<file path="src/hdl/dteie_pkg.sv">
// Contract
// - descriptor-table load/store exits use the layout with a one-bit operand size.
// - local-table and task load/store exits use the layout with memory/register flag.
// - bits 1:0 hold index scaling, codes 0..3 for x1, x2, x4, x8.
// - first layout leaves scaling undefined when bit 22 marks no index.
// - bits 9:7 hold address size, 0 16-bit, 1 32-bit, 2 64-bit only.
// - first layout clears bit 10; bit 11 is operand size, undefined in 64-bit mode.
// - bits 17:15 hold segment code 0..5; codes 6 and 7 never appear.
// - bits 21:18 hold index register number 0..15.
// - bit 22 set when no index register, clear when index valid.
// - bits 26:23 hold base register; bit 27 set when no base register.
// - first layout bits 29:28: store-global, store-interrupt, load-global, load-interrupt.
// - second layout bit 10 is one for register operand, zero for memory.
// - second layout scaling undefined for register operands or missing index.
// - second layout bits 6:3 hold register operand number, undefined for memory.
// - second layout address size and segment undefined for register operands.
// - second layout index, base and their invalid bits only for memory operands.
// - second layout base register uses the register-operand encoding.
// - second layout bits 29:28: store-local, store-task, load-local, load-task.
package dteie_pkg;
	localparam logic [11:0] DTEIE_DESC_INFO_OFF = 12'h000;
	localparam logic [11:0] DTEIE_LOCAL_INFO_OFF = 12'h004;
	localparam logic [11:0] DTEIE_CTRL_OFF = 12'h008;
	localparam logic [11:0] DTEIE_STATUS_OFF = 12'h00c;
	localparam logic [31:0] DTEIE_INFO_RST = 32'h0000_0000;
	localparam int DTEIE_SCALE_LSB = 0;
	localparam int DTEIE_OPREG_LSB = 3;
	localparam int DTEIE_ASIZE_LSB = 7;
	localparam int DTEIE_MEMREG_BIT = 10;
	localparam int DTEIE_OPSIZE_BIT = 11;
	localparam int DTEIE_SEG_LSB = 15;
	localparam int DTEIE_IDX_LSB = 18;
	localparam int DTEIE_IDXINV_BIT = 22;
	localparam int DTEIE_BASE_LSB = 23;
	localparam int DTEIE_BASEINV_BIT = 27;
	localparam int DTEIE_IDENT_LSB = 28;
	localparam logic [2:0] DTEIE_SEG_MAX = 3'h5;
	localparam logic [2:0] DTEIE_ASIZE_MAX = 3'h2;
	typedef enum logic [2:0] {
		DTEIE_STORE_GLOBAL = 3'b000,
		DTEIE_STORE_INTR = 3'b001,
		DTEIE_LOAD_GLOBAL = 3'b010,
		DTEIE_LOAD_INTR = 3'b011,
		DTEIE_STORE_LOCAL = 3'b100,
		DTEIE_STORE_TASK = 3'b101,
		DTEIE_LOAD_LOCAL = 3'b110,
		DTEIE_LOAD_TASK = 3'b111
	} dteie_instr_t;
	typedef struct packed {
		logic [1:0] scale;
		logic [2:0] addr_size;
		logic op_size;
		logic reg_operand;
		logic [3:0] operand_gpr_field;
		logic [2:0] segment;
		logic [3:0] index_gpr_field;
		logic index_valid;
		logic [3:0] base_gpr_field;
		logic base_valid;
		logic mode64;
	} dteie_operand_t;
endpackage

</file>
<file path="src/hdl/dteie_if.sv">
`timescale 1ns/10ps
`default_nettype none
interface dteie_if;
	import dteie_pkg::*;
	logic [2:0] instr;
	dteie_operand_t opnd;
	logic [31:0] word;
	logic is_local;
	modport producer (output instr, output opnd, input word, input is_local);
	modport encoder (input instr, input opnd, output word, output is_local);
endinterface
`default_nettype wire

</file>
<file path="src/hdl/dteie_word_enc.sv">
`timescale 1ns/10ps
`default_nettype none
module dteie_word_enc
	import dteie_pkg::*;
(
	dteie_if.encoder enc
);
	function automatic logic [2:0] clamp3(input logic [2:0] v, input logic [2:0] mx);
		clamp3 = (v > mx) ? mx : v;
	endfunction

	always_comb begin
		logic [31:0] w;
		logic mem;
		w = 32'h0000_0000;
		mem = !(enc.instr[2] && enc.opnd.reg_operand);
		enc.is_local = enc.instr[2];
		// undefined bits are driven to zero
		if (mem) begin
			w[DTEIE_ASIZE_LSB +: 3] = clamp3(enc.opnd.addr_size, DTEIE_ASIZE_MAX);
			w[DTEIE_SEG_LSB +: 3] = clamp3(enc.opnd.segment, DTEIE_SEG_MAX);
			w[DTEIE_IDXINV_BIT] = !enc.opnd.index_valid;
			if (enc.opnd.index_valid) begin
				w[DTEIE_IDX_LSB +: 4] = enc.opnd.index_gpr_field;
				w[DTEIE_SCALE_LSB +: 2] = enc.opnd.scale;
			end
			w[DTEIE_BASEINV_BIT] = !enc.opnd.base_valid;
			if (enc.opnd.base_valid)
				w[DTEIE_BASE_LSB +: 4] = enc.opnd.base_gpr_field;
		end
		if (enc.is_local) begin
			w[DTEIE_MEMREG_BIT] = !mem;
			if (!mem)
				w[DTEIE_OPREG_LSB +: 4] = enc.opnd.operand_gpr_field;
		end else begin
			w[DTEIE_MEMREG_BIT] = 1'b0;
			if (!enc.opnd.mode64)
				w[DTEIE_OPSIZE_BIT] = enc.opnd.op_size;
		end
		w[DTEIE_IDENT_LSB +: 2] = enc.instr[1:0];
		enc.word = w;
	end
endmodule // dteie_word_enc
`default_nettype wire

</file>
<file path="src/hdl/dteie_top.sv">
// The placing of the registers and register access over APB were decided locally.
`timescale 1ns/10ps
`default_nettype none
module dteie_top
	import dteie_pkg::*;
(
	input wire logic pclk,
	input wire logic presetn,
	input wire logic psel,
	input wire logic penable,
	input wire logic pwrite,
	input wire logic [11:0] paddr,
	input wire logic [31:0] pwdata,
	output logic [31:0] prdata,
	output logic pready,
	output logic pslverr,
	input wire logic exit_valid,
	input wire logic [2:0] exit_instr,
	input wire logic [1:0] exit_scale,
	input wire logic [2:0] exit_addr_size,
	input wire logic exit_op_size,
	input wire logic exit_reg_operand,
	input wire logic [3:0] exit_operand_gpr,
	input wire logic [2:0] exit_segment,
	input wire logic [3:0] exit_index_gpr,
	input wire logic exit_index_valid,
	input wire logic [3:0] exit_base_gpr,
	input wire logic exit_base_valid,
	input wire logic exit_mode64,
	output logic [31:0] info_word,
	output logic info_local,
	output logic info_valid
);
	typedef struct packed {
		logic [31:0] desc_info;
		logic [31:0] local_info;
		logic [31:0] prdata;
		logic pslverr;
		logic capture_en;
		logic desc_new;
		logic local_new;
		logic [31:0] info_word;
		logic info_local;
		logic info_valid;
		logic pend;
	} dteie_state_t;

	dteie_state_t st_ff;
	dteie_state_t nxt_st;
	dteie_if enc_bus ();

	assign enc_bus.instr = exit_instr;
	assign enc_bus.opnd = '{scale: exit_scale, addr_size: exit_addr_size,
		op_size: exit_op_size, reg_operand: exit_reg_operand,
		operand_gpr_field: exit_operand_gpr, segment: exit_segment,
		index_gpr_field: exit_index_gpr, index_valid: exit_index_valid,
		base_gpr_field: exit_base_gpr, base_valid: exit_base_valid,
		mode64: exit_mode64};

	dteie_word_enc u_enc (
		.enc(enc_bus.encoder)
	);

	always_comb begin
		logic acc;
		logic take;
		logic opening;
		logic closing;
		acc = psel && penable;
		take = exit_valid && st_ff.capture_en;
		// read data and read-clears at the first access edge, writes at the pready edge
		opening = acc && !st_ff.pend;
		closing = acc && st_ff.pend;
		nxt_st = st_ff;
		nxt_st.pslverr = 1'b0;
		nxt_st.pend = opening;
		if (take) begin
			nxt_st.info_word = enc_bus.word;
			nxt_st.info_local = enc_bus.is_local;
			if (enc_bus.is_local) begin
				nxt_st.local_info = enc_bus.word;
			end else begin
				nxt_st.desc_info = enc_bus.word;
			end
		end
		nxt_st.info_valid = take;
		if (opening) begin
			nxt_st.prdata = 32'h0000_0000;
			case (paddr)
				DTEIE_DESC_INFO_OFF: begin
					if (!pwrite) begin
						nxt_st.prdata = st_ff.desc_info;
						nxt_st.desc_new = 1'b0;
					end else begin
						nxt_st.pslverr = 1'b1;
					end
				end
				DTEIE_LOCAL_INFO_OFF: begin
					if (!pwrite) begin
						nxt_st.prdata = st_ff.local_info;
						nxt_st.local_new = 1'b0;
					end else begin
						nxt_st.pslverr = 1'b1;
					end
				end
				DTEIE_CTRL_OFF: begin
					if (!pwrite)
						nxt_st.prdata = {31'h0, st_ff.capture_en};
				end
				DTEIE_STATUS_OFF: begin
					if (!pwrite)
						nxt_st.prdata = {30'h0, st_ff.local_new, st_ff.desc_new};
					else
						nxt_st.pslverr = 1'b1;
				end
				default: begin
					nxt_st.pslverr = 1'b1;
				end
			endcase
		end
		if (closing && pwrite && paddr == DTEIE_CTRL_OFF)
			nxt_st.capture_en = pwdata[0];
		// a new capture wins over a read-clear
		if (take && enc_bus.is_local)
			nxt_st.local_new = 1'b1;
		if (take && !enc_bus.is_local)
			nxt_st.desc_new = 1'b1;
	end

	always_ff @(posedge pclk or negedge presetn) begin
		if (!presetn) begin
			st_ff <= '{desc_info: DTEIE_INFO_RST, local_info: DTEIE_INFO_RST,
				prdata: 32'h0000_0000, pslverr: 1'b0, capture_en: 1'b1,
				desc_new: 1'b0, local_new: 1'b0, info_word: DTEIE_INFO_RST,
				info_local: 1'b0, info_valid: 1'b0, pend: 1'b0};
		end else begin
			st_ff <= nxt_st;
		end
	end

	// answer one cycle after the access phase opens
	assign pready = st_ff.pend;
	assign prdata = st_ff.prdata;
	assign pslverr = st_ff.pend && st_ff.pslverr;
	assign info_word = st_ff.info_word;
	assign info_local = st_ff.info_local;
	assign info_valid = st_ff.info_valid;
endmodule // dteie_top
`default_nettype wire

</file>
<file path="config.mk">
export PLATFORM = sky130hd
export DESIGN_NAME = dteie_top
export DESIGN_NICKNAME = d
export VERILOG_FILES = /design/src/hdl/dteie_pkg.sv /design/src/hdl/dteie_if.sv /design/src/hdl/dteie_word_enc.sv /design/src/hdl/dteie_top.sv
export SDC_FILE = /design/constraint.sdc
export NUM_CORES = 1
export LEC_CHECK = 0
export ABC_AREA = 0
export BUFFER_PORTS_ARGS = -buffer_cell sky130_fd_sc_hd__clkbuf_2
export CAP_MARGIN = 15
export CELL_PAD_IN_SITES_DETAIL_PLACEMENT = 1
export CELL_PAD_IN_SITES_GLOBAL_PLACEMENT = 1
export CORE_ASPECT_RATIO = 0.9
export CORE_MARGIN = 4
export CORE_UTILIZATION = 44
export CTS_BUF_LIST = sky130_fd_sc_hd__clkbuf_4
export DETAILED_ROUTE_END_ITERATION = 8
export GPL_ROUTABILITY_DRIVEN = 0
export PLACE_DENSITY = 0.95
export RECOVER_POWER = 25
export REMOVE_ABC_BUFFERS = 1
export SKIP_LAST_GASP = 1
export SLEW_MARGIN = 20
export SYNTH_ARGS = -nofsm -noshare
export SYNTH_HDL_FRONTEND = slang
export SYNTH_SLANG_ARGS = --single-unit
</file>
<file path="constraint.sdc">
create_clock -name pclk -period 2.6 [get_ports pclk]
set_input_delay 0.52 -clock pclk [delete_from_list [all_inputs] [get_ports pclk]]
set_output_delay 0.52 -clock pclk [all_outputs]
set_load 0.02 [all_outputs]
</file>
Yosys cells after proc, flatten, opt, wreduce, memory -nomap -nowiden

Cells that the tools add are included.

Register bits: 117
Input port bits: 78
Output and inout port bits: 68
Word-level logic and storage cells: 70

$lt $le $gt $ge: 2
Equal/unequal tests: 5
Multiplexer cells: 27
Bitwise gates (word level): 1
Reductions and logical operators: 24

Operators by type and width:

| cell                                                                             | count |
|---|---|
| 30-bit one-hot mux with 4 select lines                                           | 1 |
| 30-bit two-way mux                                                               | 2 |
| 12-bit by 4-bit equality test with 1-bit output (second input constant)          | 2 |
| 4-bit two-way mux                                                                | 4 |
| 13-bit two-way mux                                                               | 1 |
| 12-bit by 3-bit equality test with 1-bit output (second input constant)          | 1 |
| 12-bit zero test                                                                 | 1 |
| 1-bit two-way mux                                                                | 11 |
| 1-bit logical AND                                                                | 10 |
| 3-bit two-way mux                                                                | 3 |
| 2-bit two-way mux                                                                | 4 |
| 2-bit nonzero test                                                               | 4 |
| 3-bit AND reduction                                                              | 2 |
| 1-bit zero test                                                                  | 4 |
| 2-bit by 1-bit != test with 1-bit output (second input constant)                 | 2 |
| 2-bit AND reduction                                                              | 2 |
| 3-bit by 2-bit greater-than comparator with 1-bit output (second input constant) | 1 |
| 3-bit greater-than comparator (second input constant)                            | 1 |
| 3-bit OR reduction                                                               | 1 |
| 1-bit one-hot mux with 2 select lines                                            | 1 |
| 1-bit inverter                                                                   | 1 |

Longest topological paths before layout

Gate-level depths: netlist (run 1).

Depth in word-level cells: 4
Mapped depth: 5
Mapped depth without buffers: 3

By module

A second synthesis (run 1) with hierarchy kept.

Cells, all modules: 480
Area total of the unflattened synthesis: 6119.6 um2

By module, submodules not included:

| module         | times used | cells an instance | area each (um2) |
|---|---|---|---|
| dteie_top      | 1          | 442               | 5876.9 |
| dteie_word_enc | 1          | 38                | 242.7 |

Worst setup path before layout (run 1)

Ideal clock, no wire load.

Kind: input-to-reg
Start point: input paddr[9]
End point: register st_ff[36] (netlist name)
Library setup time: 0.124 ns
Arrival time: 1.320 ns
Data required time: 2.476 ns
Path slack: 1.156 ns
Stages on the path: 3
Buffers on the path: 0
Cells stage by stage: nor4_4 -> nand4b_4 -> o31a_1

Cells in the longest elaborated chain, start to end: 3

RTL lines:

| item                                 | RTL line         | RTL |
|---|---|---|
| from (decl)                          | dteie_top.sv:12  | `input wire logic [11:0] paddr,` |
| 12-bit zero test                     | dteie_top.sv:89  | `case (paddr)` |
| 2-bit nonzero test (no source line)  | n/a              |  |
| 3-bit AND reduction (no source line) | n/a              |  |
| to (signal assigned)                 | dteie_top.sv:132 | `st_ff <= '{desc_info: DTEIE_INFO_RST, local_info: DTEIE_INFO_RST,` |
| to (signal assigned)                 | dteie_top.sv:137 | `st_ff <= nxt_st;` |
| to (decl)                            | dteie_top.sv:48  | `dteie_state_t st_ff;` |

Every way passes these cells.
A chain may end at the register's enable or synchronous reset.

Worst setup path in the final report (run 1)

Start point: register st_ff (netlist bit pready)
End point: output pslverr

Cells in the longest elaborated chain, start to end: 1

RTL lines:

| item              | RTL line         | RTL |
|---|---|---|
| 1-bit logical AND | dteie_top.sv:144 | `assign pslverr = st_ff.pend && st_ff.pslverr;` |
| to (decl)         | dteie_top.sv:16  | `output logic pslverr,` |

Every way passes these cells.

==> results of run 1 <==
logic make-up (layout without fill, tap and decap cells):
family                 Yosys count  count (layout)
and+or+nand+nor                130             130
DFF                            111             111
AOI/OAI and AO/OA               95              95
buffers and inverters           92             131
muxes                           34              34
other                            1              12
cell type report:
cell class | instances | area [um^2] | share of cell area
clock buffers | 11 | 82.6 | 0.0153
clock inverters | 4 | 23.8 | 0.00441
inverters | 5 | 18.8 | 0.00349
multi-input cells | 271 | 1670 | 0.311
flip-flops and latches | 111 | 2780 | 0.516
well taps | 152 | 190 | 0.0353
repair buffers | 111 | 618 | 0.115
through the flow:
| step | worst slack (ps) | total power [mW] | utilization | hold slack, ps | cell area, um^2 |
|---|---|---|---|---|---|
| after floorplan | 387 | 1.82 | - | 224 | 4460 |
| after CTS | 805 | 2.70 | 0.491 | 98.1 | 5400 |
| final | 849 | 2.65 | 0.490 | 257 | 5390 |
| after global routing | 776 | 2.79 | 0.490 | 229 | 5390 |
| after detailed placement | 520 | 1.94 | 0.481 | 470 | 5290 |
| after global placement | 625 | 1.93 | 0.481 | 460 | 5290 |
per-layer routing:
layer	GRT usage	vias to the layer above
li1	-	1577
met1	0.225	1693
met2	0.333	79
met3	0.0430	10
met4	0.0510	0
met5	0	-
worst max path at each step:
stage	to	cells after the start	from
finish	pslverr	2	pready
global route	pslverr	2	pready
CTS	pslverr	2	pready
detailed placement	prdata[29]	5	paddr[9]
global placement	prdata[4]	5	paddr[9]
floorplan	st_ff[36]	3	pready
synthesized netlist by cell type, drive strengths merged (2+ instances only):
cell type	number
nand2b	3
mux2	9
dfrtp	110
o21ai	69
nand2	93
o31ai	8
mux2i	24
nor2	4
a22o	8
inv	5
a21oi	2
nand3b	2
nand4	2
a21o	4
nand3	6
and2	11
clkbuf	13
nor4	3
buf	74
sequential cells by signal, indices dropped and copies added (netlist names):
signal / count
info_valid: 1
pready: 1
info_word: 26
prdata: 26
info_local: 1
st_ff: 56
power by group:
part	leakage [nW]	total [mW]	switching (mW)	internal, mW
sequential	1.54	1.73	0.00155	1.73
combinational	1.19	0.170	0.120	0.0501
clock	0.0564	0.753	0.544	0.209
total	2.79	2.65	0.665	1.99
cell usage in the layout (no fill, tap or decap), drive strengths merged, types with 3 or more instances in the layout:
cell and count:
mux2i 24, nand3 6, nand2b 3, nand2 93, a22o 8, mux2 9, buf 8, dfrtp 110
nor4 3, clkbuf 114, a21o 4, nor2 4, o21ai 69, conb 12, and2 11, o31ai 8
inv 5
==> results.toml, run 1 <==
[critical_path]
reg2reg_depth = 4
worst_setup_path_end_kind = "output pin"
timing.rr.end = "prdata[29]"
crit_type = "flop to output pin"
max_stage_delay_ps = 440
start_kind = "flop"
cp_slowest_cell = "dfrtp_1"
arrival_ps = 1230
crit_chain = "and2_1, clkbuf_2"
critPathRequiredTime_ps = 2080
cp_max_fo = 5
worstReg2RegStart = "pready"
path_buf_inv = 1
crit_family = "flip-flops"
reg2reg_slack_ps = 940

[drt]
wire_per_inst_um = 17.3
ant_nets = 0
routed-wl-met2_um = 6040
route.detailed.drc = 0
wl_um = 11500
met1_length_um = 4730
via_count = 3359
dr.pass1.iters = 4
first_iter_violations = 143
avgViaCountPerCell = 5.05
routed.top_layer = "met4"
routed-wl-met3_um = 571

[clock_tree]
clk_latency_ps = 470
cts-root-buf = "clkbuf_4"
cts_tree = "yes"
clock_path_buffers = 2
hold_buffers = 0
cts_buffers = 9
cts.htree.levels = 3
post_cts_buffers = 0
clkTransAtPathRegs_ps = 150
post_cts_resized = 0
clock-sinks = 111

[timing]
fin_crit_ps = 1750
fin_skew_ps = 10.8
rsz0062_at_grt = "no"
fmax_ghz = 0.571
hold_viol = 0
period_share = 0.673
slew_headroom = -0.00400
setup_viol = 0
worst_slew_pin_slew_ps = 1510
setup_tns_ps = 0
slew_viol_final = 111

[grt]
grt_overflow_total = 0
grt_pass1_vias = 3660
antenna_found_initial = 0
grt_util_all_layers = 0.186
grt_pass1_wl_um = 19000
grt_max_degree = 112

[synth]
synth_edf_count = 0
synth_compound_area_frac = 0.125
synth_area_mm2 = 0.00501
synth_largest_area_cell = "dfrtp_1"
synth_area_leaders = "dfrtp_1, buf_4, nand2_1"
synthAdderAreaFrac = 0
yosysWarnings = 0
ys_ff_latch = 111
synthCells = 463
synth_top_family_by_area = "simple AND/OR/NAND/NOR gates"
ys_seq_area_frac = 0.554
synth_xor_area_frac = 0
syn_area_per_cell_um2 = 10.8
yosysTopAreaCellShare = 0.549
synth_top_flop_cell = "dfrtp_1"
synthMuxAreaShare = 0.0726
yosys.area_share.simple = 0.126
yosysUniqueCellTypes = 39
ys_async_sr_fraction = 1.00

[run]
drv_cap = 0

[min_path]
worstHoldStart = "exit_index_valid"
hold_class = "primary input to flop"
hold_depth = 2
hold_path_end = "st_ff[93]"

[layout]
instances_no_fill = 665
drive_gt1_frac = 0.318
area_delta_synth_final_pct = 7.41
diodes = 0
nNetsFinal = 587
fillCellCount = 1264

[place]
port_buffers = 102
placed_cells = 650
dp_hpwl_um = 8070

[floorplanning]
die_h_um = 109
die-width_um = 121
pin_count = 146
start_util = 0.456
rows = 36
core_mm2 = 0.0110
die_area_mm2 = 0.0132

[power]
vdd_drop_max_v = 0.000347
leakagePower_nw = 2.79
p_per_area_mw_per_mm2 = 493

[status]
status = "finished, violations left"
violations = "max-slew violations"
No activity file was read; power rests on OpenSTA's default activity.
==> inputs of run 2 (changes only) <==
--- a/config.mk
+++ b/config.mk
@@ -12,11 +12,11 @@
 export CELL_PAD_IN_SITES_GLOBAL_PLACEMENT = 1
 export CORE_ASPECT_RATIO = 0.9
 export CORE_MARGIN = 4
-export CORE_UTILIZATION = 44
+export CORE_UTILIZATION = 41
 export CTS_BUF_LIST = sky130_fd_sc_hd__clkbuf_4
 export DETAILED_ROUTE_END_ITERATION = 8
 export GPL_ROUTABILITY_DRIVEN = 0
-export PLACE_DENSITY = 0.95
+export PLACE_DENSITY = 0.94
 export RECOVER_POWER = 25
 export REMOVE_ABC_BUFFERS = 1
 export SKIP_LAST_GASP = 1
==> constraint.sdc (replaced) <==
create_clock -name pclk -period 1.66 [get_ports pclk]
set_input_delay 0.332 -clock pclk [delete_from_list [all_inputs] [get_ports pclk]]
set_output_delay 0.332 -clock pclk [all_outputs]
set_load 0.02 [all_outputs]
==> run 2 against run 1 <==
  * The flow now finishes without violations
  * Critical path depth did not move
  * Count of clock-buffer cells in the layout is 1 higher
  * Final cell count grew 2.7%
==> results.toml, run 2 (synthesis results as in run 1) <==
[drt]
via_count = 3462
first_iter_violations = 117
ant_nets = 0
dr.pass1.iters = 4
wl_um = 12200
avgViaCountPerCell = 5.07
route.detailed.drc = 0
wire_per_inst_um = 17.9

[grt]
grt_pass1_vias = 3847
antenna_found_initial = 0
grt_util_all_layers = 0.180
grt_pass1_wl_um = 20000
grt_max_degree = 53
grt_overflow_total = 0

[layout]
utilization = 0.455
largest_register = "st_ff"
layout_commonest_cell = "dfrtp_1"
area_delta_synth_final_pct = 9.06
final_cell_mix = "dfrtp_1, clkbuf_2, nand2_1, o21ai_0, mux2i_1"
largest_reg_flops = 56
nNetsFinal = 596
drive_gt1_frac = 0.327
diodes = 0

[timing]
period_share = 0.951
fin_skew_ps = 12.7
slew_viol_final = 0
setup_tns_ps = 0
slew_headroom = 0.233
setup_viol = 0
fin_crit_ps = 1580
fmax_ghz = 0.633
hold_viol = 0
rsz0062_at_grt = "no"
worst_slew_pin_slew_ps = 1150

[power]
leakagePower_nw = 2.83
vdd_drop_max_v = 0.000397
p_per_area_mw_per_mm2 = 769

[place]
dp_hpwl_um = 9080
port_buffers = 102

[critical_path]
critPathRequiredTime_ps = 1330
crit_type = "flop to output pin"
start_kind = "flop"
reg2reg_slack_ps = 120
reg2reg_depth = 3
worstReg2RegStart = "st_ff[37]"
timing.rr.end = "st_ff[76]"
cp_max_fo = 5
worst_setup_path_end_kind = "output pin"
arrival_ps = 1250

[min_path]
hold_path_end = "st_ff[129]"
hold_depth = 3
hold_class = "primary input to flop"
worstHoldStart = "exit_base_gpr[3]"

[clock_tree]
clock_path_buffers = 2
cts.htree.levels = 3
clkTransAtPathRegs_ps = 160
clk_latency_ps = 460
cts_buffers = 9
cts_tree = "yes"
clock-sinks = 111
cts-root-buf = "clkbuf_4"

[floorplanning]
die-width_um = 125
pin_count = 146
core_mm2 = 0.0120
rows = 38
start_util = 0.417
die_area_mm2 = 0.0141
die_h_um = 113

[status]
status = "finished clean"

[run]
drv_cap = 0
## run 2: cell count changes in the layout (fill, tap and decap cells not counted)
cell | before | now
buf_4 | 5 | 14
clkbuf_4 | 13 | 12
clkbuf_1 | 0 | 1
clkinvlp_4 | 2 | 0
dlygate4sd3_1 | 0 | 1
clkinv_4 | 0 | 1
clkinv_2 | 1 | 2
## run 2: what timing repair did
| action | CTS | global route |
|---|---|---|
| endpoints found under the setup margin | 0 | 1 |
| buffers inserted | 0 | 1 |
| hold buffers | 1 | 0 |
| endpoints found under the hold margin | 17 | 0 |
| gates resized for setup | 0 | 0 |
## run 2: cell type report
cell class                 instances  area [um^2]
clock buffer                      12         90.1
fill                            1371         6560
inverter                           5         18.8
clock inverter                     4         22.5
timing repair buffer             120          684
multi-input combinational        271         1670
tap                              160          200
sequential                       111         2780
## run 2: per-stage QoR
step | setup slack, ps | power (mW) | area, um^2 | std cells | hold slack, ps
after floorplan | -553 | 2.85 | 4460 | 387 | 36.4
after global placement | 129 | 3.04 | 5340 | 665 | 224
after detailed placement | 1.73 | 3.05 | 5340 | 665 | 231
after CTS | 26.3 | 4.27 | 5460 | 682 | 44.7
after global routing | 5.43 | 4.41 | 5470 | 683 | 53.3
final | 81.3 | 4.20 | 5470 | 683 | 90.9
## run 2: worst max path at each step
stage | start | slack [ps] | to | cells past startpoint
after floorplan | pready | -550 | st_ff[36] | 3
after global placement | paddr[9] | 130 | prdata[29] | 5
after detailed placement | paddr[9] | 2 | prdata[29] | 5
after CTS | pready | 30 | pslverr | 2
after global routing | pready | 5 | pslverr | 2
final | pready | 80 | pslverr | 2
## run 2: report_power, final
part / switching (mW) / internal [mW]
clock network: 0.847 / 0.355
registers: 0.00280 / 2.71
logic: 0.196 / 0.0946
## run 2: critical path, stage by stage, from the launching register on
cell and delay [ps]:
dfrtp_1 440, and2_1 190, clkbuf_2 160
## run 2: per-layer routing
metal	part of all wire	global-route usage	wire [um]	vias to the layer above
met5	0	0	0	-
met1	0.40	0.208	4920	1761
met3	0.038	0.0363	463	16
met4	0.019	0.0643	231	0
met2	0.54	0.331	6600	86
li1	-	-	-	1599
==> inputs of run 3 (changes only) <==
--- a/config.mk
+++ b/config.mk
@@ -12,11 +12,11 @@
 export CELL_PAD_IN_SITES_GLOBAL_PLACEMENT = 1
 export CORE_ASPECT_RATIO = 0.9
 export CORE_MARGIN = 4
-export CORE_UTILIZATION = 41
+export CORE_UTILIZATION = 40
 export CTS_BUF_LIST = sky130_fd_sc_hd__clkbuf_4
 export DETAILED_ROUTE_END_ITERATION = 8
 export GPL_ROUTABILITY_DRIVEN = 0
-export PLACE_DENSITY = 0.94
+export PLACE_DENSITY = 0.92
 export RECOVER_POWER = 25
 export REMOVE_ABC_BUFFERS = 1
 export SKIP_LAST_GASP = 1
==> run 3 against run 2 <==
  * Critical path depth stayed put
  * Cell area hardly changed
  * Utilization is 0.52 points lower
  * Clock power hardly changed
  * Global-route usage is 0.99 points lower
  * Register-to-register slack better by 90 ps
  * First-iteration DRC count is 68% higher
  * Non-clock buffer count stayed put
  * Largest cell class unchanged
==> results.toml, run 3 (synthesis results as in run 1) <==
[grt]
use_met3 = 0.0345
grt_pass1_wl_um = 19500
grt_pass1_vias = 3875
grt_overflow_total = 0
grt_util_all_layers = 0.170
grt_max_degree = 45
antenna_found_initial = 0
grtUsageMet2 = 0.307
grt_busiest_layer = "met2"
met1_usage = 0.208

[power]
vdd_drop_max_v = 0.000392
leakagePower_nw = 2.82
p_per_area_mw_per_mm2 = 770

[critical_path]
worstReg2RegStart = "st_ff[37]"
critPathRequiredTime_ps = 1330
start_kind = "flop"
cp_max_fo = 5
crit_type = "flop to output pin"
worst_setup_path_end_kind = "output pin"
reg2reg_slack_ps = 210
timing.rr.end = "info_word[11]"
arrival_ps = 1220
reg2reg_depth = 4

[clock_tree]
clkTransAtPathRegs_ps = 160
cts_tree = "yes"
clk_latency_ps = 450
hold_buffers = 1
cts-root-buf = "clkbuf_4"
post_cts_buffers = 0
post_cts_resized = 0
cts.htree.levels = 3
clock-sinks = 111
clock_path_buffers = 2
cts_buffers = 9

[layout]
largest_reg_flops = 56
drive_gt1_frac = 0.327
fin_area_mm2 = 0.00547
nNetsFinal = 596
multiInputGateArea_mm2 = 0.00167
area_delta_synth_final_pct = 9.08
diodes = 0
final_cell_mix = "dfrtp_1, clkbuf_2, nand2_1, o21ai_0, mux2i_1"
largest_register = "st_ff"
seqCellArea_mm2 = 0.00278
layout_commonest_cell = "dfrtp_1"
fillCellCount = 1404

[min_path]
hold_depth = 2
hold_class = "primary input to flop"
worstHoldStart = "exit_index_valid"
hold_path_end = "info_word[22]"

[floorplanning]
die_h_um = 114
pin_count = 146
die-width_um = 126
die_area_mm2 = 0.0144
rows = 38
start_util = 0.412
core_mm2 = 0.0122

[timing]
layout_setup_ws_ps = 109
setup_viol = 0
period_share = 0.935
fmax_ghz = 0.645
fin_skew_ps = 18.7
slew_viol_final = 0
hold_slack_ps = 100
hold_viol = 0
worst_slew_pin_slew_ps = 683
rsz0062_at_grt = "no"
slew_headroom = 0.545
fin_crit_ps = 1550

[place]
postPlaceCellArea_mm2 = 0.00535
dp_hpwl_um = 8580
port_buffers = 102
pre_cts_slack_ps = 85.8

[drt]
avgViaCountPerCell = 5.01
route.detailed.drc = 0
ant_nets = 0
first_iter_violations = 197
wl_um = 11800
wire_per_inst_um = 17.2
via_count = 3421
dr.pass1.iters = 4

[status]
status = "finished clean"

[run]
drv_cap = 0
run 3: layout make-up:
type,instances,share of cell area
Sequential cell,111,0.508
Multi-Input combinational cell,271,0.306
Timing Repair Buffer,120,0.125
Tap cell,160,0.0366
Clock buffer,9,0.0124
Clock inverter,7,0.00892
Inverter,5,0.00343
run 3: critical path, cell delays in order (launching register included):
cell and delay [ps]:
dfrtp_1 450, and2_1 180, clkbuf_2 150
run 3: worst max-delay path by stage:
| stage | start | to | slack, ps | cells after the start |
|---|---|---|---|---|
| after floorplan | pready | st_ff[36] | -550 | 3 |
| after global placement | paddr[9] | prdata[29] | 170 | 5 |
| after detailed placement | paddr[9] | prdata[23] | 90 | 5 |
| after CTS | pready | pslverr | 60 | 2 |
| after global routing | pready | pslverr | 20 | 2 |
| final | pready | pslverr | 110 | 2 |
run 3: stage by stage:
step                std cells  setup TNS [ps]   util  power (mW)
floorplan                 387          -15460      -        2.85
detailed placement        666               0  0.439        3.06
global placement          666               0  0.439        3.05
global route              683               0  0.449        4.41
CTS                       683               0  0.450        4.27
finish                    683               0  0.449        4.21
run 3: power breakdown:
| group | internal, mW | switching (mW) |
|---|---|---|
| Combinational | 0.0949 | 0.197 |
| Sequential | 2.71 | 0.00280 |
| Clock | 0.309 | 0.899 |
run 3: per-layer routing:
metal | vias to the layer above | part of all wire | wire length, um
li1 | 1600 | - | -
met1 | 1731 | 0.42 | 4950
met2 | 80 | 0.53 | 6220
met3 | 10 | 0.043 | 501
met4 | 0 | 0.0080 | 94
met5 | - | 0 | 0
